File: config.mk
export PLATFORM = sky130hd
export DESIGN_NAME = irqsp_controller
export DESIGN_NICKNAME = d
export VERILOG_FILES = /design/src/hw/irqsp_pkg.sv /design/src/hw/irqsp_sync.sv /design/src/hw/irqsp_controller.sv
export SDC_FILE = /design/constraint.sdc
export NUM_CORES = 1
export LEC_CHECK = 0
export BUFFER_PORTS_ARGS = -buffer_cell sky130_fd_sc_hd__buf_2
export CORE_MARGIN = 3
export CORE_UTILIZATION = 50
export CTS_BUF_LIST = sky130_fd_sc_hd__clkbuf_8
export DETAILED_ROUTE_END_ITERATION = 10
export PLACE_DENSITY = 0.68
export SLEW_MARGIN = 20
export SYNTH_ARGS = -nofsm -noshare
export SYNTH_HDL_FRONTEND = slang
export SYNTH_SLANG_ARGS = --single-unit
File: constraint.sdc
create_clock -name clk -period 3.16 [get_ports clk]
set_input_delay 0.948 -clock clk [delete_from_list [all_inputs] [get_ports clk]]
set_output_delay 0.948 -clock clk [all_outputs]
set_load 0.01 [all_outputs]
File: src/hw/irqsp_pkg.sv
/*
 * irqsp_pkg: constants, state layout and pin bundle of the priority
 * interrupt controller (status readback, poll, cascade).
 * Assumes one 25 MHz clock and a synchronous active-high reset.
 */
package irqsp_pkg;

    // unit placement in the four-port window (low bit = register select)
    localparam logic [1:0] PORT_OFS_MASTER_LOW  = 2'h0;
    localparam logic [1:0] PORT_OFS_MASTER_HIGH = 2'h1;
    localparam logic [1:0] PORT_OFS_SLAVE_LOW   = 2'h2;
    localparam logic [1:0] PORT_OFS_SLAVE_HIGH  = 2'h3;
    localparam int         PORT_UNIT_BIT        = 1;
    localparam int         PORT_SEL_BIT         = 0;

    // master input that carries the on-card slave
    localparam logic [2:0] ONBOARD_SLAVE_LEVEL  = 3'h1;

    // command byte fields at the low address
    localparam int CMD_INIT_BIT     = 4;
    localparam int CMD_OPER_BIT     = 3;
    localparam int CMD_POLL_BIT     = 2;
    localparam int CMD_RSEL_EN_BIT  = 1;
    localparam int CMD_RSEL_ISR_BIT = 0;
    localparam int CMD_EOI_BIT      = 5;
    localparam int CMD_SPEC_BIT     = 6;
    localparam int INIT_LEVEL_BIT   = 3;

    // mode byte fields (last init byte)
    localparam int MODE_MASTER_BIT  = 2;
    localparam int MODE_AUTOEOI_BIT = 1;
    localparam int MODE_CALL_BIT    = 0;

    // poll result layout
    localparam int         POLL_FLAG_BIT  = 7;
    localparam logic [2:0] POLL_NONE_CODE = 3'h7;

    // reset values
    localparam logic [7:0] LEVELS_RESET = 8'h00;
    localparam logic [4:0] VBASE_RESET  = 5'h00;
    localparam logic [2:0] ID_RESET     = 3'h0;
    localparam logic [2:0] CAS_DEFAULT  = 3'h0;

    // initialization progress
    typedef enum logic [3:0] {
        IRQSP_INIT_DONE  = 4'b0001,
        IRQSP_INIT_VBASE = 4'b0010,
        IRQSP_INIT_CASC  = 4'b0100,
        IRQSP_INIT_MODE  = 4'b1000
    } irqsp_init_e;

    // acknowledge sequence phase
    typedef enum logic [2:0] {
        IRQSP_ACK_IDLE   = 3'b001,
        IRQSP_ACK_FIRST  = 3'b010,
        IRQSP_ACK_SECOND = 3'b100
    } irqsp_ack_e;

    // pins that cross into the clock domain
    typedef struct packed {
        logic       rd;
        logic       wr;
        logic       cs;
        logic [1:0] addr;
        logic       ack;
        logic [7:0] req;
        logic [7:0] wdata;
        logic [2:0] cas;
    } irqsp_pins_s;

    // whole controller state
    typedef struct packed {
        logic [7:0]  pending_request_levels;
        logic [7:0]  in_service_levels;
        logic [7:0]  level_mask;
        logic [4:0]  vbase;
        logic [7:0]  slave_map;
        logic [2:0]  slave_id;
        logic        is_master;
        logic        auto_eoi;
        logic        call_mode;
        logic        level_mode;
        logic        sel_isr;
        logic        poll_pend;
        irqsp_init_e init;
        irqsp_ack_e  ack;
        logic [2:0]  ack_level;
        logic        ack_valid;
        logic [7:0]  dout;
        logic        dout_oe;
        logic        buf_en;
        logic        int_out;
        logic [2:0]  cas_out;
        logic        cas_oe;
    } irqsp_state_s;

endpackage : irqsp_pkg

File: src/hw/irqsp_sync.sv
/*
 * irqsp_sync: two-flop synchroniser with a rising-edge flag per bit.
 * Assumes inputs are asynchronous to clk; reset is synchronous.
 */
`timescale 1ns/1ps
module irqsp_sync #(
    parameter int W = 8
) (
    input  wire logic         clk,
    input  wire logic         srst,
    input  wire logic [W-1:0] async_in,
    output logic      [W-1:0] sync_out,
    output logic      [W-1:0] rise
);
    typedef struct packed {
        logic [W-1:0] meta;
        logic [W-1:0] stable;
        logic [W-1:0] prev;
    } irqsp_sync_s;

    irqsp_sync_s st;
    irqsp_sync_s next_st;

    // first stage feeds only the second
    always_comb
    begin
        next_st        = st;
        next_st.meta   = async_in;
        next_st.stable = st.meta;
        next_st.prev   = st.stable;
    end

    always_ff @(posedge clk)
    begin
        if (srst)
            st <= '0;
        else
            st <= next_st;
    end

    assign sync_out = st.stable;
    assign rise     = st.stable & ~st.prev;

endmodule : irqsp_sync

File: src/hw/irqsp_controller.sv
/*
 * irqsp_controller: eight-level priority interrupt controller with
 * register readback, poll and master/slave cascade.
 * Assumes bus strobes, address, data and request pins are asynchronous
 * and held stable while a strobe is high; tri-state wiring is external.
 */
`timescale 1ns/1ps

module irqsp_controller #(
    parameter logic       UNIT_IS_SLAVE = 1'b0,
    parameter logic [7:0] CALL_OPCODE   = 8'h00
) (
    input  wire logic       clk,
    input  wire logic       srst,
    input  wire logic       chip_select,
    input  wire logic [1:0] port_addr,
    input  wire logic       rd_strobe,
    input  wire logic       wr_strobe,
    input  wire logic [7:0] wr_data,
    output logic      [7:0] rd_data,
    output logic            rd_data_oe,
    input  wire logic [7:0] request_input,
    input  wire logic       interrupt_acknowledge_pulse,
    output logic            int_out,
    input  wire logic [2:0] cascade_in,
    output logic      [2:0] cascade_out,
    output logic            cascade_oe,
    output logic            buffer_enable_output
);
    irqsp_pkg::irqsp_state_s st;
    irqsp_pkg::irqsp_state_s next_st;
    irqsp_pkg::irqsp_pins_s  pin_async;
    irqsp_pkg::irqsp_pins_s  pin;
    irqsp_pkg::irqsp_pins_s  pin_rise;

    // lowest set bit wins; index 0 is the highest priority
    function automatic logic [3:0] irqsp_top_level(input logic [7:0] v);
        logic [3:0] r;
        r = 4'h8;
        for (int i = 7; i >= 0; i--)
        begin
            if (v[i])
                r = 4'(i);
        end
        return r;
    endfunction : irqsp_top_level

    // every pin passes two flops before use
    assign pin_async = '{rd:    rd_strobe,
                         wr:    wr_strobe,
                         cs:    chip_select,
                         addr:  port_addr,
                         ack:   interrupt_acknowledge_pulse,
                         req:   request_input,
                         wdata: wr_data,
                         cas:   cascade_in};

    irqsp_sync #(
        .W ($bits(irqsp_pkg::irqsp_pins_s))
    ) u_sync (
        .clk      (clk),
        .srst     (srst),
        .async_in (pin_async),
        .sync_out (pin),
        .rise     (pin_rise)
    );

    logic       sel_unit;
    logic       sel_high;
    logic       rd_go;
    logic       wr_go;
    logic [7:0] pend;
    logic [3:0] pend_top;
    logic [3:0] isr_top;
    logic       req_ok;
    logic [7:0] req_edge;
    logic [7:0] poll_word;
    logic [2:0] ack_lvl;
    logic       own_vector;
    logic [7:0] wd;
    logic       poll_cmd;

    // unit and register select from the port offset
    assign sel_unit = pin.addr[irqsp_pkg::PORT_UNIT_BIT] == UNIT_IS_SLAVE;
    assign sel_high = pin.addr[irqsp_pkg::PORT_SEL_BIT];
    assign rd_go    = pin_rise.rd & pin.cs & sel_unit;
    assign wr_go    = pin_rise.wr & pin.cs & sel_unit;
    assign wd       = pin.wdata;
    assign req_edge = pin_rise.req;

    // a poll command landing with a poll read keeps the new poll armed
    assign poll_cmd = wr_go && !sel_high && !wd[irqsp_pkg::CMD_INIT_BIT]
                      && wd[irqsp_pkg::CMD_OPER_BIT]
                      && wd[irqsp_pkg::CMD_POLL_BIT];

    // fully nested priority: pending must outrank in-service
    assign pend     = st.pending_request_levels & ~st.level_mask;
    assign pend_top = irqsp_top_level(pend);
    assign isr_top  = irqsp_top_level(st.in_service_levels);
    assign req_ok   = (pend_top != 4'h8) && (pend_top < isr_top);

    // poll byte with flag and level code
    always_comb
    begin
        poll_word = 8'h00;
        if (req_ok)
        begin
            poll_word[irqsp_pkg::POLL_FLAG_BIT] = 1'b1;
            poll_word[2:0] = pend_top[2:0];
        end
        else
            poll_word[2:0] = irqsp_pkg::POLL_NONE_CODE;
    end

    // vector owner on second pulse
    assign ack_lvl    = st.ack_level;
    assign own_vector = st.is_master ? !st.slave_map[ack_lvl]
                                     : (pin.cas == st.slave_id) && st.ack_valid;

    // next-state logic of the whole controller
    always_comb
    begin
        next_st = st;

        // request latch: level mode follows, edge mode catches rises
        if (st.level_mode)
            next_st.pending_request_levels = pin.req;
        else
            next_st.pending_request_levels = (st.pending_request_levels & pin.req) | req_edge;

        // register writes from the processor
        if (wr_go)
        begin
            if (!sel_high && wd[irqsp_pkg::CMD_INIT_BIT])
            begin
                next_st.in_service_levels        = irqsp_pkg::LEVELS_RESET;
                next_st.level_mask        = irqsp_pkg::LEVELS_RESET;
                next_st.pending_request_levels        = irqsp_pkg::LEVELS_RESET;
                next_st.sel_isr    = 1'b0;
                next_st.poll_pend  = 1'b0;
                next_st.level_mode = wd[irqsp_pkg::INIT_LEVEL_BIT];
                next_st.init       = irqsp_pkg::IRQSP_INIT_VBASE;
            end
            else if (!sel_high && wd[irqsp_pkg::CMD_OPER_BIT])
            begin
                if (wd[irqsp_pkg::CMD_POLL_BIT])
                    next_st.poll_pend = 1'b1;
                if (wd[irqsp_pkg::CMD_RSEL_EN_BIT])
                    next_st.sel_isr = wd[irqsp_pkg::CMD_RSEL_ISR_BIT];
            end
            else if (!sel_high && wd[irqsp_pkg::CMD_EOI_BIT])
            begin
                if (wd[irqsp_pkg::CMD_SPEC_BIT])
                    next_st.in_service_levels[wd[2:0]] = 1'b0;
                else if (isr_top != 4'h8)
                    next_st.in_service_levels[isr_top[2:0]] = 1'b0;
            end
            else if (sel_high)
            begin
                case (st.init)
                    irqsp_pkg::IRQSP_INIT_VBASE:
                    begin
                        next_st.vbase = wd[7:3];
                        next_st.init  = irqsp_pkg::IRQSP_INIT_CASC;
                    end
                    irqsp_pkg::IRQSP_INIT_CASC:
                    begin
                        // one slave per master input, eight at most
                        next_st.slave_map = wd;
                        next_st.slave_id  = wd[2:0];
                        next_st.init      = irqsp_pkg::IRQSP_INIT_MODE;
                    end
                    irqsp_pkg::IRQSP_INIT_MODE:
                    begin
                        next_st.is_master = wd[irqsp_pkg::MODE_MASTER_BIT];
                        next_st.auto_eoi  = wd[irqsp_pkg::MODE_AUTOEOI_BIT];
                        next_st.call_mode = wd[irqsp_pkg::MODE_CALL_BIT];
                        next_st.init      = irqsp_pkg::IRQSP_INIT_DONE;
                    end
                    default:
                        next_st.level_mask = wd;
                endcase
            end
        end

        // register reads; data stands while the strobe is high
        if (rd_go)
        begin
            next_st.dout_oe = 1'b1;
            if (st.poll_pend)
            begin
                next_st.dout      = poll_word;
                next_st.poll_pend = poll_cmd;
                if (req_ok)
                begin
                    next_st.in_service_levels[pend_top[2:0]] = 1'b1;
                    if (!st.level_mode)
                        next_st.pending_request_levels[pend_top[2:0]] = 1'b0;
                end
            end
            else if (sel_high)
                next_st.dout = st.level_mask;
            else if (st.sel_isr)
                next_st.dout = st.in_service_levels;
            else
                next_st.dout = st.pending_request_levels;
        end
        else if (!pin.rd && st.ack == irqsp_pkg::IRQSP_ACK_IDLE)
            next_st.dout_oe = 1'b0;

        // acknowledge sequence
        case (st.ack)
            irqsp_pkg::IRQSP_ACK_IDLE:
            begin
                if (pin_rise.ack)
                begin
                    next_st.ack       = irqsp_pkg::IRQSP_ACK_FIRST;
                    // no request at acknowledge answers as level seven
                    next_st.ack_valid = req_ok;
                    next_st.ack_level = req_ok ? pend_top[2:0]
                                               : irqsp_pkg::POLL_NONE_CODE;
                    if (st.is_master)
                    begin
                        if (req_ok)
                        begin
                            next_st.in_service_levels[pend_top[2:0]] = 1'b1;
                            if (!st.level_mode)
                                next_st.pending_request_levels[pend_top[2:0]] = 1'b0;
                        end
                        // slave id or default zero
                        next_st.cas_oe  = 1'b1;
                        next_st.cas_out = (req_ok && st.slave_map[pend_top[2:0]])
                                          ? pend_top[2:0]
                                          : irqsp_pkg::CAS_DEFAULT;
                        if (st.call_mode)
                        begin
                            next_st.dout    = CALL_OPCODE;
                            next_st.dout_oe = 1'b1;
                            next_st.buf_en  = 1'b1;
                        end
                    end
                end
            end
            irqsp_pkg::IRQSP_ACK_FIRST:
            begin
                if (!pin.ack)
                begin
                    next_st.dout_oe = 1'b0;
                    next_st.buf_en  = 1'b0;
                end
                if (pin_rise.ack)
                begin
                    next_st.ack = irqsp_pkg::IRQSP_ACK_SECOND;
                    if (own_vector)
                    begin
                        next_st.dout    = {st.vbase, ack_lvl};
                        next_st.dout_oe = 1'b1;
                        next_st.buf_en  = 1'b1;
                        if (!st.is_master)
                        begin
                            next_st.in_service_levels[ack_lvl] = 1'b1;
                            if (!st.level_mode)
                                next_st.pending_request_levels[ack_lvl] = 1'b0;
                        end
                    end
                end
            end
            irqsp_pkg::IRQSP_ACK_SECOND:
            begin
                if (!pin.ack)
                begin
                    next_st.ack     = irqsp_pkg::IRQSP_ACK_IDLE;
                    next_st.dout_oe = 1'b0;
                    next_st.buf_en  = 1'b0;
                    next_st.cas_oe  = 1'b0;
                    next_st.cas_out = irqsp_pkg::CAS_DEFAULT;
                    if (st.auto_eoi && st.ack_valid)
                        next_st.in_service_levels[ack_lvl] = 1'b0;
                end
            end
            default:
                next_st.ack = irqsp_pkg::IRQSP_ACK_IDLE;
        endcase

        // interrupt output only when outranking
        next_st.int_out = req_ok
                          && st.init == irqsp_pkg::IRQSP_INIT_DONE
                          && st.ack == irqsp_pkg::IRQSP_ACK_IDLE;
    end

    // state register
    always_ff @(posedge clk)
    begin
        if (srst)
        begin
            st            <= '0;
            st.pending_request_levels        <= irqsp_pkg::LEVELS_RESET;
            st.in_service_levels        <= irqsp_pkg::LEVELS_RESET;
            st.level_mask        <= irqsp_pkg::LEVELS_RESET;
            st.vbase      <= irqsp_pkg::VBASE_RESET;
            st.slave_id   <= irqsp_pkg::ID_RESET;
            st.init       <= irqsp_pkg::IRQSP_INIT_DONE;
            st.ack        <= irqsp_pkg::IRQSP_ACK_IDLE;
            st.cas_out    <= irqsp_pkg::CAS_DEFAULT;
        end
        else
            st <= next_st;
    end

    // outputs straight from state flops
    assign rd_data              = st.dout;
    assign rd_data_oe           = st.dout_oe;
    assign int_out              = st.int_out;
    assign cascade_out          = st.cas_out;
    assign cascade_oe           = st.cas_oe;
    assign buffer_enable_output = st.buf_en;

endmodule : irqsp_controller

# After elaboration in Yosys (flattened, before gate mapping)
# Cells that the tools add are included.
# W data, S select, Z words.
dict set report op_classes {
  order_cmp 9
  bitwise 27
  n_mux 95
  n_reduce_logical 40
  eq_ne 18
}
# op n
set ops {}
lappend ops {{$mux W16} 10}
lappend ops {{$mux W8} 15}
lappend ops {{$mux W4} 22}
lappend ops {{$and A8 B8 Y8} 8}
lappend ops {{$mux W27} 2}
lappend ops {{$mux W50} 1}
lappend ops {{$mux W10} 4}
lappend ops {{$not A8 Y8} 5}
lappend ops {{$mux W35} 1}
lappend ops {{$or A8 B8 Y8} 4}
lappend ops {{$pmux W8 S2} 2}
lappend ops {{$and A25 B25 Y25} 1}
lappend ops {{$not A25 Y25} 1}
lappend ops {{$pmux W8 S3} 1}
lappend ops {{$mux W19} 1}
lappend ops {{$logic_and A1 B1 Y1} 18}
lappend ops {{$reduce_and A6 Y1} 3}
lappend ops {{$mux W17} 1}
lappend ops {{$lt A3 B4 Y1 const B} 4}
lappend ops {{$mux W1} 15}
lappend ops {{$mux W3} 5}
lappend ops {{$ne A2 B2 Y1 const B} 7}
lappend ops {{$demux W1 S3} 4}
lappend ops {{$ge A3 B1 Y1 const B} 4}
lappend ops {{other kinds (31)} 50}
dict set report word_totals {
  regBits 147
  word_cells 214
  inputBits 27
  out_inout_bits 15
}

# Depth between registers and ports, before layout
# Gate-level depths: netlist of run 1.
dict set report logic_depth {
  depth_word 31
  ltp_mapped 12
  depth_no_buf 12
}

# Modules after synthesis
# A second synthesis of run 1 with hierarchy kept.
dict set report hier_totals {
  cells_unflattened 757
  area_unflattened_um2 6587.6
}
# module instances cells_per_inst area_each_um2 seq_area_each_um2
set modules_own_cells {}
lappend modules_own_cells {irqsp_controller 1 549 4195.3 1381.3}
lappend modules_own_cells {irqsp_sync 1 208 2392.3 1501.4}

# Worst setup path after synthesis of run 1
# No wires, ideal clock.
dict set report synth_path {
  kind {register -> register}
  start {reg st[69] (netlist bit)}
  end {reg st, in the netlist cascade_out[2]}
  stages_incl_launch_ff 13
  required_ns 3.100
  n_path_buf 0
  period_less_slack_ns 2.641
  slack_ns 0.519
  t_arrival_ns 2.581
  setup_time_ns 0.060
  cell_sequence {dfxtp_1 nor2b_1 nor2_1 nand2_1 a21o_1 inv_1 ha_1 or2_4 or3_4 o221ai_4 o211ai_4 a2111oi_4 a32o_1}
}
dict set report synth_between {
  elab_chain_cells 14
  word_cells_on_any_way 17
  classes_between {order compare (1); eq/ne (1); mux (12); bitwise (1); reduce/logical (2)}
}
# element line
set synth_rtl {}
lappend synth_rtl {{from (decl)} irqsp_controller.sv:30} ;# irqsp_pkg::irqsp_state_s st;
lappend synth_rtl {{from (signal assigned)} irqsp_controller.sv:307} ;# st <= next_st;
lappend synth_rtl {{$and A8 B8 Y8 (*)} irqsp_controller.sv:97} ;# assign pend = st.pending_request_levels & ~st.level_mask;
lappend synth_rtl {{$mux W4 (*) (6 in a row)} irqsp_controller.sv:42} ;# if (v[i])
lappend synth_rtl {{$lt A4 B4 Y1, or another cell as far along} irqsp_controller.sv:100} ;# assign req_ok = (pend_top != 4'h8) && (pend_top < isr_top);
lappend synth_rtl {{$logic_and A1 B1 Y1 / $mux W1 (equally long branches)} {irqsp_controller.sv:100, irqsp_controller.sv:232}}
lappend synth_rtl {{$logic_and A1 B1 Y1} irqsp_controller.sv:232} ;# next_st.cas_out = (req_ok && st.slave_map[pend_top[2:0]])
lappend synth_rtl {{$mux W3 (*)} irqsp_controller.sv:233} ;# ? pend_top[2:0]
lappend synth_rtl {{$mux W4 (*)} irqsp_controller.sv:222} ;# if (st.is_master)
lappend synth_rtl {{$mux W4 (*)} irqsp_controller.sv:215} ;# if (pin_rise.ack)
lappend synth_rtl {{$pmux W4 S2 (*)} irqsp_controller.sv:212} ;# case (st.ack)
# Mark *: on every way between the ends. The rest lies on a longest branch, timed or not. The select of a mux whose other input is x is not followed.
# A chain may end at the register's enable or synchronous reset.

# Final worst setup path of run 1
dict set report layout_path {
  start {reg st[69] (netlist bit)}
  end {reg st, in the netlist cascade_out[1]}
}
# The elaborated chain is that of the path after synthesis.

==> impl_metrics.py, run 1 <==
metrics = {
    "timing": {
        "rsz0062_at_grt": "no",
        "fmax_mhz": 332,
        "setup_viol": 0,
        "fin_skew_ns": 0.0161,
        "slew_viol_final": 0,
        "maxSlewHeadroom": 0.440,
        "setup_tns_ns": 0,
        "whs_ns": 0.438,
        "hold_violations": 0,
        "period_needed_ns": 3.01,
        "tightest_slew_ns": 0.840,
        "period_share": 0.952,
    },
    "synth": {
        "synth_top_area_cell": "dfxtp_1",
        "ys_seq_area_frac": 0.439,
        "syn-cell-area_um2": 5930,
        "synth-seq-cells": 130,
        "synthTopCellsByArea": "dfxtp_1 44%, nor2b_1 7.3%, mux2i_1 5.1%",
        "yosysMostFrequentCell": "dfxtp_1",
        "synth_ff_type": "dfxtp_1",
        "yosys_warnings": 0,
        "synth.top_cell.area_share": 0.439,
        "syn_nets": 692,
        "synth_area_per_cell_um2": 8.96,
        "ys_top_cells_by_count": "130 x dfxtp_1, 69 x nor2b_1, 63 x nor2_1, 50 x nand2_1",
        "async_flop_share": 0,
        "syn_inst": 662,
        "synth_edf_count": 0,
        "synth_cell_types": 72,
    },
    "pwr": {
        "p_per_area_nw_per_um2": 502,
        "vdd_ir_drop_max_uv": 346,
        "p_sw_w": 0.000908,
        "combPwrFrac": 0.079,
        "clkPwrFrac": 0.406,
        "p_int_w": 0.00241,
        "leakagePower_nw": 2.45,
        "switching_share": 0.273,
        "pwr-share-seq": 0.515,
    },
    "critical_path": {
        "worstSetupStartpoint": "st[69]$_SDFF_PP0_",
        "path_depth": 12,
        "ff2ff_path_depth": 12,
        "worst_setup_path_start_kind": "flip-flop",
        "crit_chain": "nor2b_2 -> nor2_1 -> nand2_1 -> a21o_1 -> inv_1 -> ha_1 -> or2_4 -> or3_4 -> o221ai_4 -> o211ai_4 -> a2111oi_4 -> a32o_1",
        "r2r_setup_slack_ns": 0.15,
        "crit_type": "flip-flop to flip-flop",
        "crit_end": "cascade_out[1]$_SDFFE_PP0P_",
        "required_ns": 3.56,
        "arrival_ns": 3.41,
        "rr_endpoint": "cascade_out[1]$_SDFFE_PP0P_",
        "slowest_stage": "a2111oi_4",
        "end_kind": "flip-flop",
        "cp_top_family": "compound AO/OA/AOI/OAI gates",
        "r2r_start": "st[69]$_SDFF_PP0_",
        "timing.critical_path.buf_inv": 1,
        "crit_fanout": 7,
        "slowest_delay_ns": 0.37,
    },
    "global_route": {
        "grt_max_degree": 80,
        "grt_pass1_wl_mm": 25.9,
        "grt-ovfl-total": 0,
        "busiest_layer": "met2",
        "grt.met3_usage": 0.0663,
        "antenna_found_initial": 0,
        "use_met1": 0.353,
        "grt_use_total": 0.260,
        "grt_pass1_vias": 4724,
        "met2_usage": 0.385,
    },
    "clock_tree": {
        "root_buffer": "clkbuf_8",
        "hold_buffers": 0,
        "insertion_delay_ns": 0.46,
        "clock-sinks": 130,
        "clockBufferDepth": 2,
        "cts_tree": "yes",
        "h-tree-depth": 4,
        "cts_buffers": 17,
        "clk_pin_slew_ns": 0.08,
    },
    "route": {
        "vias": 4997,
        "drtIter0Drc": 490,
        "vias_per_cell": 5.88,
        "dr.pass1.iters": 5,
        "routed_wl_mm": 16.7,
        "drc": 0,
        "ant_nets": 0,
        "routedWlPerCell_um": 19.7,
    },
    "die": {
        "core_area_um2": 11500,
        "die_x_um": 115,
        "num_rows": 39,
        "io_pins": 42,
        "die_area_um2": 13200,
        "initial_core_util": 0.515,
        "die_height_um": 115,
    },
    "place": {
        "gp_congestion": 0.984,
        "dp_hpwl_mm": 12.0,
        "portBuffers": 41,
    },
    "min_path": {
        "min_path_type": "flip-flop to flip-flop",
    },
    "job": {
        "cap_violations": 0,
    },
    "finish": {
        "num_antenna_cells": 0,
        "area_delta_synth_final_pct": 11.6,
        "drive_above_1_share": 0.165,
        "fin_nets": 724,
    },
    "outcome": {
        "status": "completed",
    },
}
==> worst reg2reg max path, delay by kind of cell (launching register included) <==
family	cells	cell delay, ns
AOI/OAI and AO/OA	5	1.27
and+or+nand+nor	5	1.05
DFF	1	0.35
adders and majority gates	1	0.21
buffers and inverters	1	0.08
==> per-stage QoR <==
stage	setup slack, ns	cell area [um2]	std cells	util	total power, W
floorplan	0.519	5930	662	-	0.00191
global placement	0.142	6220	817	0.540	0.00200
detailed placement	0.0556	6220	817	0.540	0.00200
CTS	0.0423	6600	849	0.573	0.00333
global route	0.00366	6620	850	0.575	0.00345
finish	0.151	6620	850	0.575	0.00332
==> layout make-up <==
class	count	area, um2
Clock inverter	15	138
Timing Repair Buffer	63	373
Tap cell	143	179
Clock buffer	17	234
Sequential cell	130	2600
Multi-Input combinational cell	471	3050
Inverter	11	41.3
Fill cell	1043	4900
==> per-layer routing <==
layer  share of wire  routed length [um]
met3           0.068                1140
met5               0                   0
met1            0.46                7680
met4           0.033                 556
met2            0.44                7350
==> worst min-delay path by stage <==
stage | from | to | depth (start not counted)
after floorplan | u_sync.next_st[25]$_SDFF_PP0_ | u_sync.sync_out[0]$_SDFF_PP0_ | 1
after global placement | u_sync.next_st[30]$_SDFF_PP0_ | u_sync.sync_out[5]$_SDFF_PP0_ | 1
after detailed placement | u_sync.next_st[33]$_SDFF_PP0_ | u_sync.sync_out[8]$_SDFF_PP0_ | 1
after CTS | u_sync.next_st[33]$_SDFF_PP0_ | u_sync.sync_out[8]$_SDFF_PP0_ | 1
after global routing | u_sync.next_st[37]$_SDFF_PP0_ | u_sync.sync_out[12]$_SDFF_PP0_ | 1
final | u_sync.next_st[44]$_SDFF_PP0_ | u_sync.sync_out[19]$_SDFF_PP0_ | 1
==> logic make-up after synthesis <==
logic type	after synthesis	synth area share
AOI/OAI and AO/OA	124	0.152
and+or+nand+nor	306	0.288
xor gates and xnor gates	4	0.00591
DFF	130	0.439
muxes	34	0.0582
buffers and inverters	61	0.0506
adders and majority gates	3	0.00633
==> what timing repair did <==
| action | CTS | global route |
|---|---|---|
| resized for setup | 0 | 3 |
| endpoints found under the hold margin | 0 | 0 |
| setup endpoints to repair | 0 | 12 |
| buffers inserted | 0 | 1 |
==> cells in the final DEF, fill, tap and decap left out, drive strengths merged, types with 5 or more instances in the layout <==
| cell type | count |
|---|---|
| a21oi | 27 |
| a221oi | 12 |
| a22oi | 5 |
| a31oi | 5 |
| a32oi | 7 |
| and3b | 5 |
| buf | 63 |
| clkbuf | 17 |
| clkinv | 5 |
| dfxtp | 130 |
| inv | 17 |
| mux2i | 30 |
| nand2 | 50 |
| nand2b | 14 |
| nand3 | 26 |
| nand3b | 10 |
| nor2 | 63 |
| nor2b | 69 |
| nor3 | 17 |
| nor3b | 10 |
| nor4 | 5 |
| nor4b | 5 |
| o211ai | 7 |
| o21ai | 24 |
| or3 | 7 |
==> sequential cells by signal, indices dropped and copies added (netlist names), 3 cells and up <==
register	count
ack_lvl	3
cascade_out	3
rd_data	8
st	51
u_sync.next_st	25
u_sync.st	11
u_sync.sync_out	25
==> power groups by stage <==
stage	combinational, W	clock (W)	sequential (W)
final	0.000261	0.00135	0.00171
after detailed placement	0.000250	0	0.00175
after global placement	0.000249	0	0.00175
after floorplan	0.000184	0	0.00173
after CTS	0.000251	0.00137	0.00171
after global routing	0.000281	0.00145	0.00172
Power figures use the tool's default switching activity.
==> inputs of run 2 (changes only) <==
--- a/config.mk
+++ b/config.mk
@@ -8,10 +8,9 @@
 export BUFFER_PORTS_ARGS = -buffer_cell sky130_fd_sc_hd__buf_2
 export CORE_MARGIN = 3
 export CORE_UTILIZATION = 50
-export CTS_BUF_LIST = sky130_fd_sc_hd__clkbuf_8
+export CTS_BUF_LIST = sky130_fd_sc_hd__clkbuf_8 sky130_fd_sc_hd__clkbuf_16
 export DETAILED_ROUTE_END_ITERATION = 10
-export PLACE_DENSITY = 0.68
-export SLEW_MARGIN = 20
+export PLACE_DENSITY = 0.75
 export SYNTH_ARGS = -nofsm -noshare
 export SYNTH_HDL_FRONTEND = slang
 export SYNTH_SLANG_ARGS = --single-unit
==> impl_metrics.py, run 2 (synthesis results as in run 1) <==
metrics = {
    "clock_tree": {
        "hold_buffers": 0,
        "h-tree-depth": 4,
        "cts_buffers": 17,
        "root_buffer": "clkbuf_16",
        "insertion_delay_ns": 0.43,
        "clk_pin_slew_ns": 0.05,
        "clockBufferDepth": 2,
        "clock-sinks": 130,
        "cts_tree": "yes",
    },
    "finish": {
        "area_delta_synth_final_pct": 14.8,
        "drive_above_1_share": 0.166,
        "seq_area_um2": 2600,
        "fin_nets": 722,
        "top_register": "st",
        "largest_register_ffs": 51,
        "final_common_cell": "dfxtp_1",
        "fill_cells": 994,
        "num_antenna_cells": 0,
        "multi_input_area_um2": 3050,
        "final_cell_mix": "130 x dfxtp_1, 69 x nor2b_1, 63 x nor2_1",
    },
    "timing": {
        "setup_viol": 0,
        "period_needed_ns": 2.96,
        "hold_violations": 0,
        "setup_tns_ns": 0,
        "maxSlewHeadroom": 0.411,
        "fin_ws_ns": 0.200,
        "fin_skew_ns": 0.00868,
        "period_share": 0.937,
        "rsz0062_at_grt": "no",
        "fmax_mhz": 338,
        "tightest_slew_ns": 0.877,
        "slew_viol_final": 0,
    },
    "critical_path": {
        "required_ns": 3.52,
        "worst_setup_path_start_kind": "flip-flop",
        "crit_type": "flip-flop to flip-flop",
        "end_kind": "flip-flop",
        "crit_fanout": 7,
        "arrival_ns": 3.32,
    },
    "route": {
        "dr.pass1.iters": 5,
        "drc": 0,
        "routed_wl_mm": 16.4,
        "ant_nets": 0,
        "routedWlPerCell_um": 19.3,
        "drtIter0Drc": 373,
        "vias": 5095,
        "vias_per_cell": 6.01,
    },
    "die": {
        "initial_core_util": 0.515,
        "die_x_um": 115,
        "io_pins": 42,
        "core_area_um2": 11500,
        "num_rows": 39,
        "die_height_um": 115,
        "die_area_um2": 13200,
    },
    "pwr": {
        "pwr-share-seq": 0.444,
        "vdd_ir_drop_max_uv": 551,
        "leakagePower_nw": 2.52,
        "clkPwrFrac": 0.491,
        "total_power_w": 0.00386,
        "p_int_w": 0.00295,
        "p_per_area_nw_per_um2": 566,
        "switching_share": 0.235,
        "combPwrFrac": 0.065,
        "p_sw_w": 0.000908,
    },
    "job": {
        "cap_violations": 0,
    },
    "outcome": {
        "status": "completed",
    },
    "global_route": {
        "grt_pass1_vias": 4754,
        "grt-ovfl-total": 0,
        "antenna_found_initial": 0,
        "grt_max_degree": 63,
        "grt_pass1_wl_mm": 25.5,
        "grt_use_total": 0.254,
    },
    "place": {
        "dp_slack_ns": 0.156,
        "portBuffers": 41,
        "dp_hpwl_mm": 11.9,
        "gp_congestion": 0.996,
    },
    "min_path": {
        "min_path_type": "flip-flop to flip-flop",
    },
}
## run 2: cell types whose count changed in the layout (fill, tap and decap cells not counted), moves of 2 or more
cell,previous run,this run
clkbuf_16,0,17
clkbuf_8,17,4
inv_1,13,11
inv_6,3,0
clkinvlp_4,3,7
clkinv_4,4,2
buf_4,23,21
## run 2: power by group through the flow
stage	Sequential, W	Clock (W)	Combinational [W]
6_report	0.00171	0.00189	0.000251
5_1_grt	0.00172	0.00199	0.000273
4_1_cts	0.00171	0.00191	0.000240
3_5_place_dp	0.00175	0	0.000238
3_3_place_gp	0.00175	0	0.000232
2_1_floorplan	0.00173	0	0.000184
## run 2: through the flow
step / util / instances / cell area, um2 / hold WS [ns]
after floorplan: - / 662 / 5930 / 0.414
after global placement: 0.538 / 814 / 6200 / 0.416
after detailed placement: 0.538 / 814 / 6200 / 0.422
after CTS: 0.589 / 846 / 6790 / 0.431
after global routing: 0.591 / 848 / 6810 / 0.447
final: 0.591 / 848 / 6810 / 0.431
## run 2: timing repair
action	CTS	global route
endpoints found under the setup margin	0	11
resized for setup	0	2
buffers inserted	0	2
## run 2: cell type report
| cell class | count | area share |
|---|---|---|
| multi-input combinational | 471 | 0.447 |
| inverter | 11 | 0.00606 |
| timing repair buffer | 61 | 0.0525 |
| tap | 143 | 0.0263 |
| clock buffer | 21 | 0.0705 |
| clock inverter | 11 | 0.0154 |
| sequential | 130 | 0.382 |
## run 2: worst max-delay path, stage by stage, from the launching register on
cell       delay (ns)
dfxtp_1          0.34
nor2b_1          0.21
nor2_1           0.11
nand2_1          0.13
a21o_1           0.19
inv_1            0.09
ha_1             0.22
or2_4            0.25
or3_4            0.34
o221ai_4         0.23
o211ai_4         0.19
a2111oi_4        0.40
a32o_1           0.22
## run 2: path summary, 6_finish.rpt
kind / start / endpoint / slack, ns / depth (start not counted)
max: st[69]$_SDFF_PP0_ / cascade_out[2]$_SDFFE_PP0P_ / 0.20 / 12
min: u_sync.next_st[37]$_SDFF_PP0_ / u_sync.sync_out[12]$_SDFF_PP0_ / 0.43 / 1
max reg2reg: st[69]$_SDFF_PP0_ / cascade_out[2]$_SDFFE_PP0P_ / 0.20 / 12
min reg2reg: u_sync.next_st[37]$_SDFF_PP0_ / u_sync.sync_out[12]$_SDFF_PP0_ / 0.43 / 1
## run 2: per-layer routing
layer  vias to the layer above  part of all wire  GRT usage
met5                         -                 0          0
met4                         0             0.026     0.0931
met3                        41             0.085     0.0595
met2                       226              0.46      0.399
met1                      2417              0.43      0.343
li1                       2411                 -          -
==> inputs of run 3 (changes only) <==
--- a/config.mk
+++ b/config.mk
@@ -5,6 +5,7 @@
 export SDC_FILE = /design/constraint.sdc
 export NUM_CORES = 1
 export LEC_CHECK = 0
+export ABC_AREA = 1
 export BUFFER_PORTS_ARGS = -buffer_cell sky130_fd_sc_hd__buf_2
 export CORE_MARGIN = 3
 export CORE_UTILIZATION = 50
==> impl_metrics.py, run 3 <==
metrics = {
    "min_path": {
        "holdCritStartpoint": "u_sync.next_st[48]$_SDFF_PP0_",
        "min_path_type": "flip-flop to flip-flop",
    },
    "route": {
        "ant_nets": 0,
        "vias": 5639,
        "dr.pass1.iters": 7,
        "routedWlPerCell_um": 16.8,
        "drtIter0Drc": 499,
        "drc": 0,
        "routed_wl_mm": 17.2,
        "vias_per_cell": 5.49,
    },
    "timing": {
        "setup_viol": 0,
        "period_needed_ns": 2.50,
        "tightest_slew_ns": 0.746,
        "hold_violations": 0,
        "fin_ws_ns": 0.658,
        "rsz0062_at_grt": "no",
        "period_share": 0.792,
        "setup_tns_ns": 0,
        "slew_viol_final": 0,
        "fin_skew_ns": 0.00720,
        "fmax_mhz": 400,
        "maxSlewHeadroom": 0.501,
    },
    "synth": {
        "ys_top_cells_by_count": "135 x inv_1, 130 x dfxtp_1, 119 x nor2_1, 111 x nand2_1, 57 x a21oi_1",
        "synth_top_area_cell": "dfxtp_1",
        "synth.top_cell.area_share": 0.431,
        "synth_cell_types": 47,
        "syn_nets": 866,
        "synth_fa_ha_area_frac": 0.00621,
        "syn_inst": 836,
        "synth_edf_count": 0,
        "synthTopCellsByArea": "dfxtp_1 43%, inv_1 8.4%, nor2_1 7.4%",
        "yosysMostFrequentCell": "inv_1",
        "synth_area_per_cell_um2": 7.23,
        "synth_xor_area_frac": 0.00435,
        "async_flop_share": 0,
        "ys_seq_area_frac": 0.431,
        "synth_top_family_by_area": "simple AND/OR/NAND/NOR gates",
        "syn-cell-area_um2": 6040,
        "synth_ff_type": "dfxtp_1",
        "synth-compound-area-share": 0.176,
        "synth.area.mux_share": 0,
        "synth-seq-cells": 130,
        "synth-simple-area-share": 0.256,
        "yosys_warnings": 0,
    },
    "clock_tree": {
        "h-tree-depth": 4,
        "clockBufferDepth": 2,
        "cts_tree": "yes",
        "insertion_delay_ns": 0.42,
        "post_cts_resized": 0,
        "cts_setup_buffers": 0,
        "cts_buffers": 17,
        "clock-sinks": 130,
        "root_buffer": "clkbuf_16",
        "clk_pin_slew_ns": 0.06,
        "hold_buffers": 0,
    },
    "die": {
        "die_x_um": 116,
        "core_area_um2": 11600,
        "die_height_um": 116,
        "num_rows": 39,
        "initial_core_util": 0.520,
        "die_area_um2": 13400,
        "io_pins": 42,
    },
    "pwr": {
        "leakagePower_nw": 3.03,
        "combPwrFrac": 0.069,
        "p_per_area_nw_per_um2": 595,
        "pwr-share-seq": 0.412,
        "switching_share": 0.231,
        "p_sw_w": 0.000958,
        "clkPwrFrac": 0.519,
        "total_power_w": 0.00414,
        "vdd_ir_drop_max_uv": 504,
        "p_int_w": 0.00318,
    },
    "critical_path": {
        "arrival_ns": 2.81,
        "worstSetupStartpoint": "st[65]$_SDFF_PP0_",
        "required_ns": 3.47,
        "crit_type": "flip-flop to flip-flop",
        "end_kind": "flip-flop",
        "slowest_stage": "ha_1",
        "crit_chain": "inv_1 -> or2_1 -> nand2_1 -> inv_2 -> nand2_4 -> nor3_2 -> ha_1 -> a211oi_4 -> nand2_4 -> inv_4 -> nand3_1 -> o21ai_0 -> a21oi_1",
        "slowest_delay_ns": 0.34,
        "path_common_cell": "nand2_4",
        "r2r_start": "st[65]$_SDFF_PP0_",
        "worst_setup_path_start_kind": "flip-flop",
        "crit_fanout": 13,
    },
    "place": {
        "dp_cells": 995,
        "gp_congestion": 1.04,
        "dp_slack_ns": 0.704,
        "dp_hpwl_mm": 13.0,
        "portBuffers": 41,
    },
    "finish": {
        "fin_cells": 1027,
        "area_delta_synth_final_pct": 15.2,
        "final_common_cell": "inv_1",
        "fin_nets": 901,
        "final_cell_mix": "137 x inv_1, 130 x dfxtp_1, 119 x nor2_1",
        "top_register": "st",
        "largest_register_ffs": 51,
        "drive_above_1_share": 0.161,
        "num_antenna_cells": 0,
        "utilization": 0.599,
    },
    "job": {
        "cap_violations": 0,
    },
    "global_route": {
        "grt_pass1_wl_mm": 27.4,
        "antenna_found_initial": 0,
        "grt_max_degree": 34,
        "grt_pass1_vias": 5177,
        "grt_use_total": 0.271,
        "grt-ovfl-total": 0,
    },
    "outcome": {
        "status": "completed",
    },
}
run 3: cell types whose count changed in the layout (fill, tap and decap cells not counted), moves of 30 or more:
| cell | previous run | this run |
|---|---|---|
| inv_1 | 11 | 137 |
| nor2_1 | 63 | 119 |
| nor2b_1 | 69 | 0 |
| o21ai_0 | 23 | 56 |
| nand2_1 | 50 | 111 |
| a21oi_1 | 27 | 57 |
| mux2i_1 | 30 | 0 |
run 3: critical path: cells and delay by family (launching register included):
family | cells | cell delay [ns]
compound gates | 3 | 0.60
simple gates | 6 | 0.82
fa+ha+maj | 1 | 0.34
buf+inv | 3 | 0.34
flops | 1 | 0.31
run 3: final cells by class:
| class | instances | area [um2] |
|---|---|---|
| Fill cell | 1086 | 4650 |
| Timing Repair Buffer | 48 | 260 |
| Clock inverter | 14 | 214 |
| Tap cell | 143 | 179 |
| Multi-Input combinational cell | 517 | 2670 |
| Sequential cell | 130 | 2600 |
| Clock buffer | 18 | 439 |
| Inverter | 157 | 597 |
run 3: logic make-up (layout without fill, tap and decap cells):
family                     after synthesis  count (layout)
and+or+nand+nor                        335             335
buffers and inverters                  189             237
DFF                                    130             130
AOI/OAI and AO/OA                      176             176
xor gates and xnor gates                 3               3
adders and majority gates                3               3
run 3: metal layers:
metal,share of wire,global-route usage,up-vias,routed length [um]
li1,-,-,2761,-
met1,0.44,0.367,2571,7630
met2,0.43,0.404,255,7440
met3,0.086,0.0648,52,1480
met4,0.041,0.138,0,703
met5,0,0,-,0
run 3: worst paths after layout:
kind	to	slack [ns]	cells after the start
hold reg to reg	u_sync.sync_out[23]$_SDFF_PP0_	0.40	2
hold / removal	u_sync.sync_out[23]$_SDFF_PP0_	0.40	2
setup reg to reg	st[67]$_SDFF_PP0_	0.66	13
setup / recovery	st[67]$_SDFF_PP0_	0.66	13
run 3: power by group through the flow:
stage	Combinational [W]	Sequential, W	Clock (W)
3_3_place_gp	0.000279	0.00174	0
2_1_floorplan	0.000200	0.00173	0
6_report	0.000287	0.00171	0.00215
3_5_place_dp	0.000279	0.00174	0
5_1_grt	0.000316	0.00171	0.00225
4_1_cts	0.000281	0.00171	0.00217
run 3: through the flow:
stage,hold slack [ns],instance area (um2)
after floorplan,0.388,6040
after global placement,0.390,6310
after detailed placement,0.392,6310
after CTS,0.400,6960
after global routing,0.416,6960
final,0.400,6960
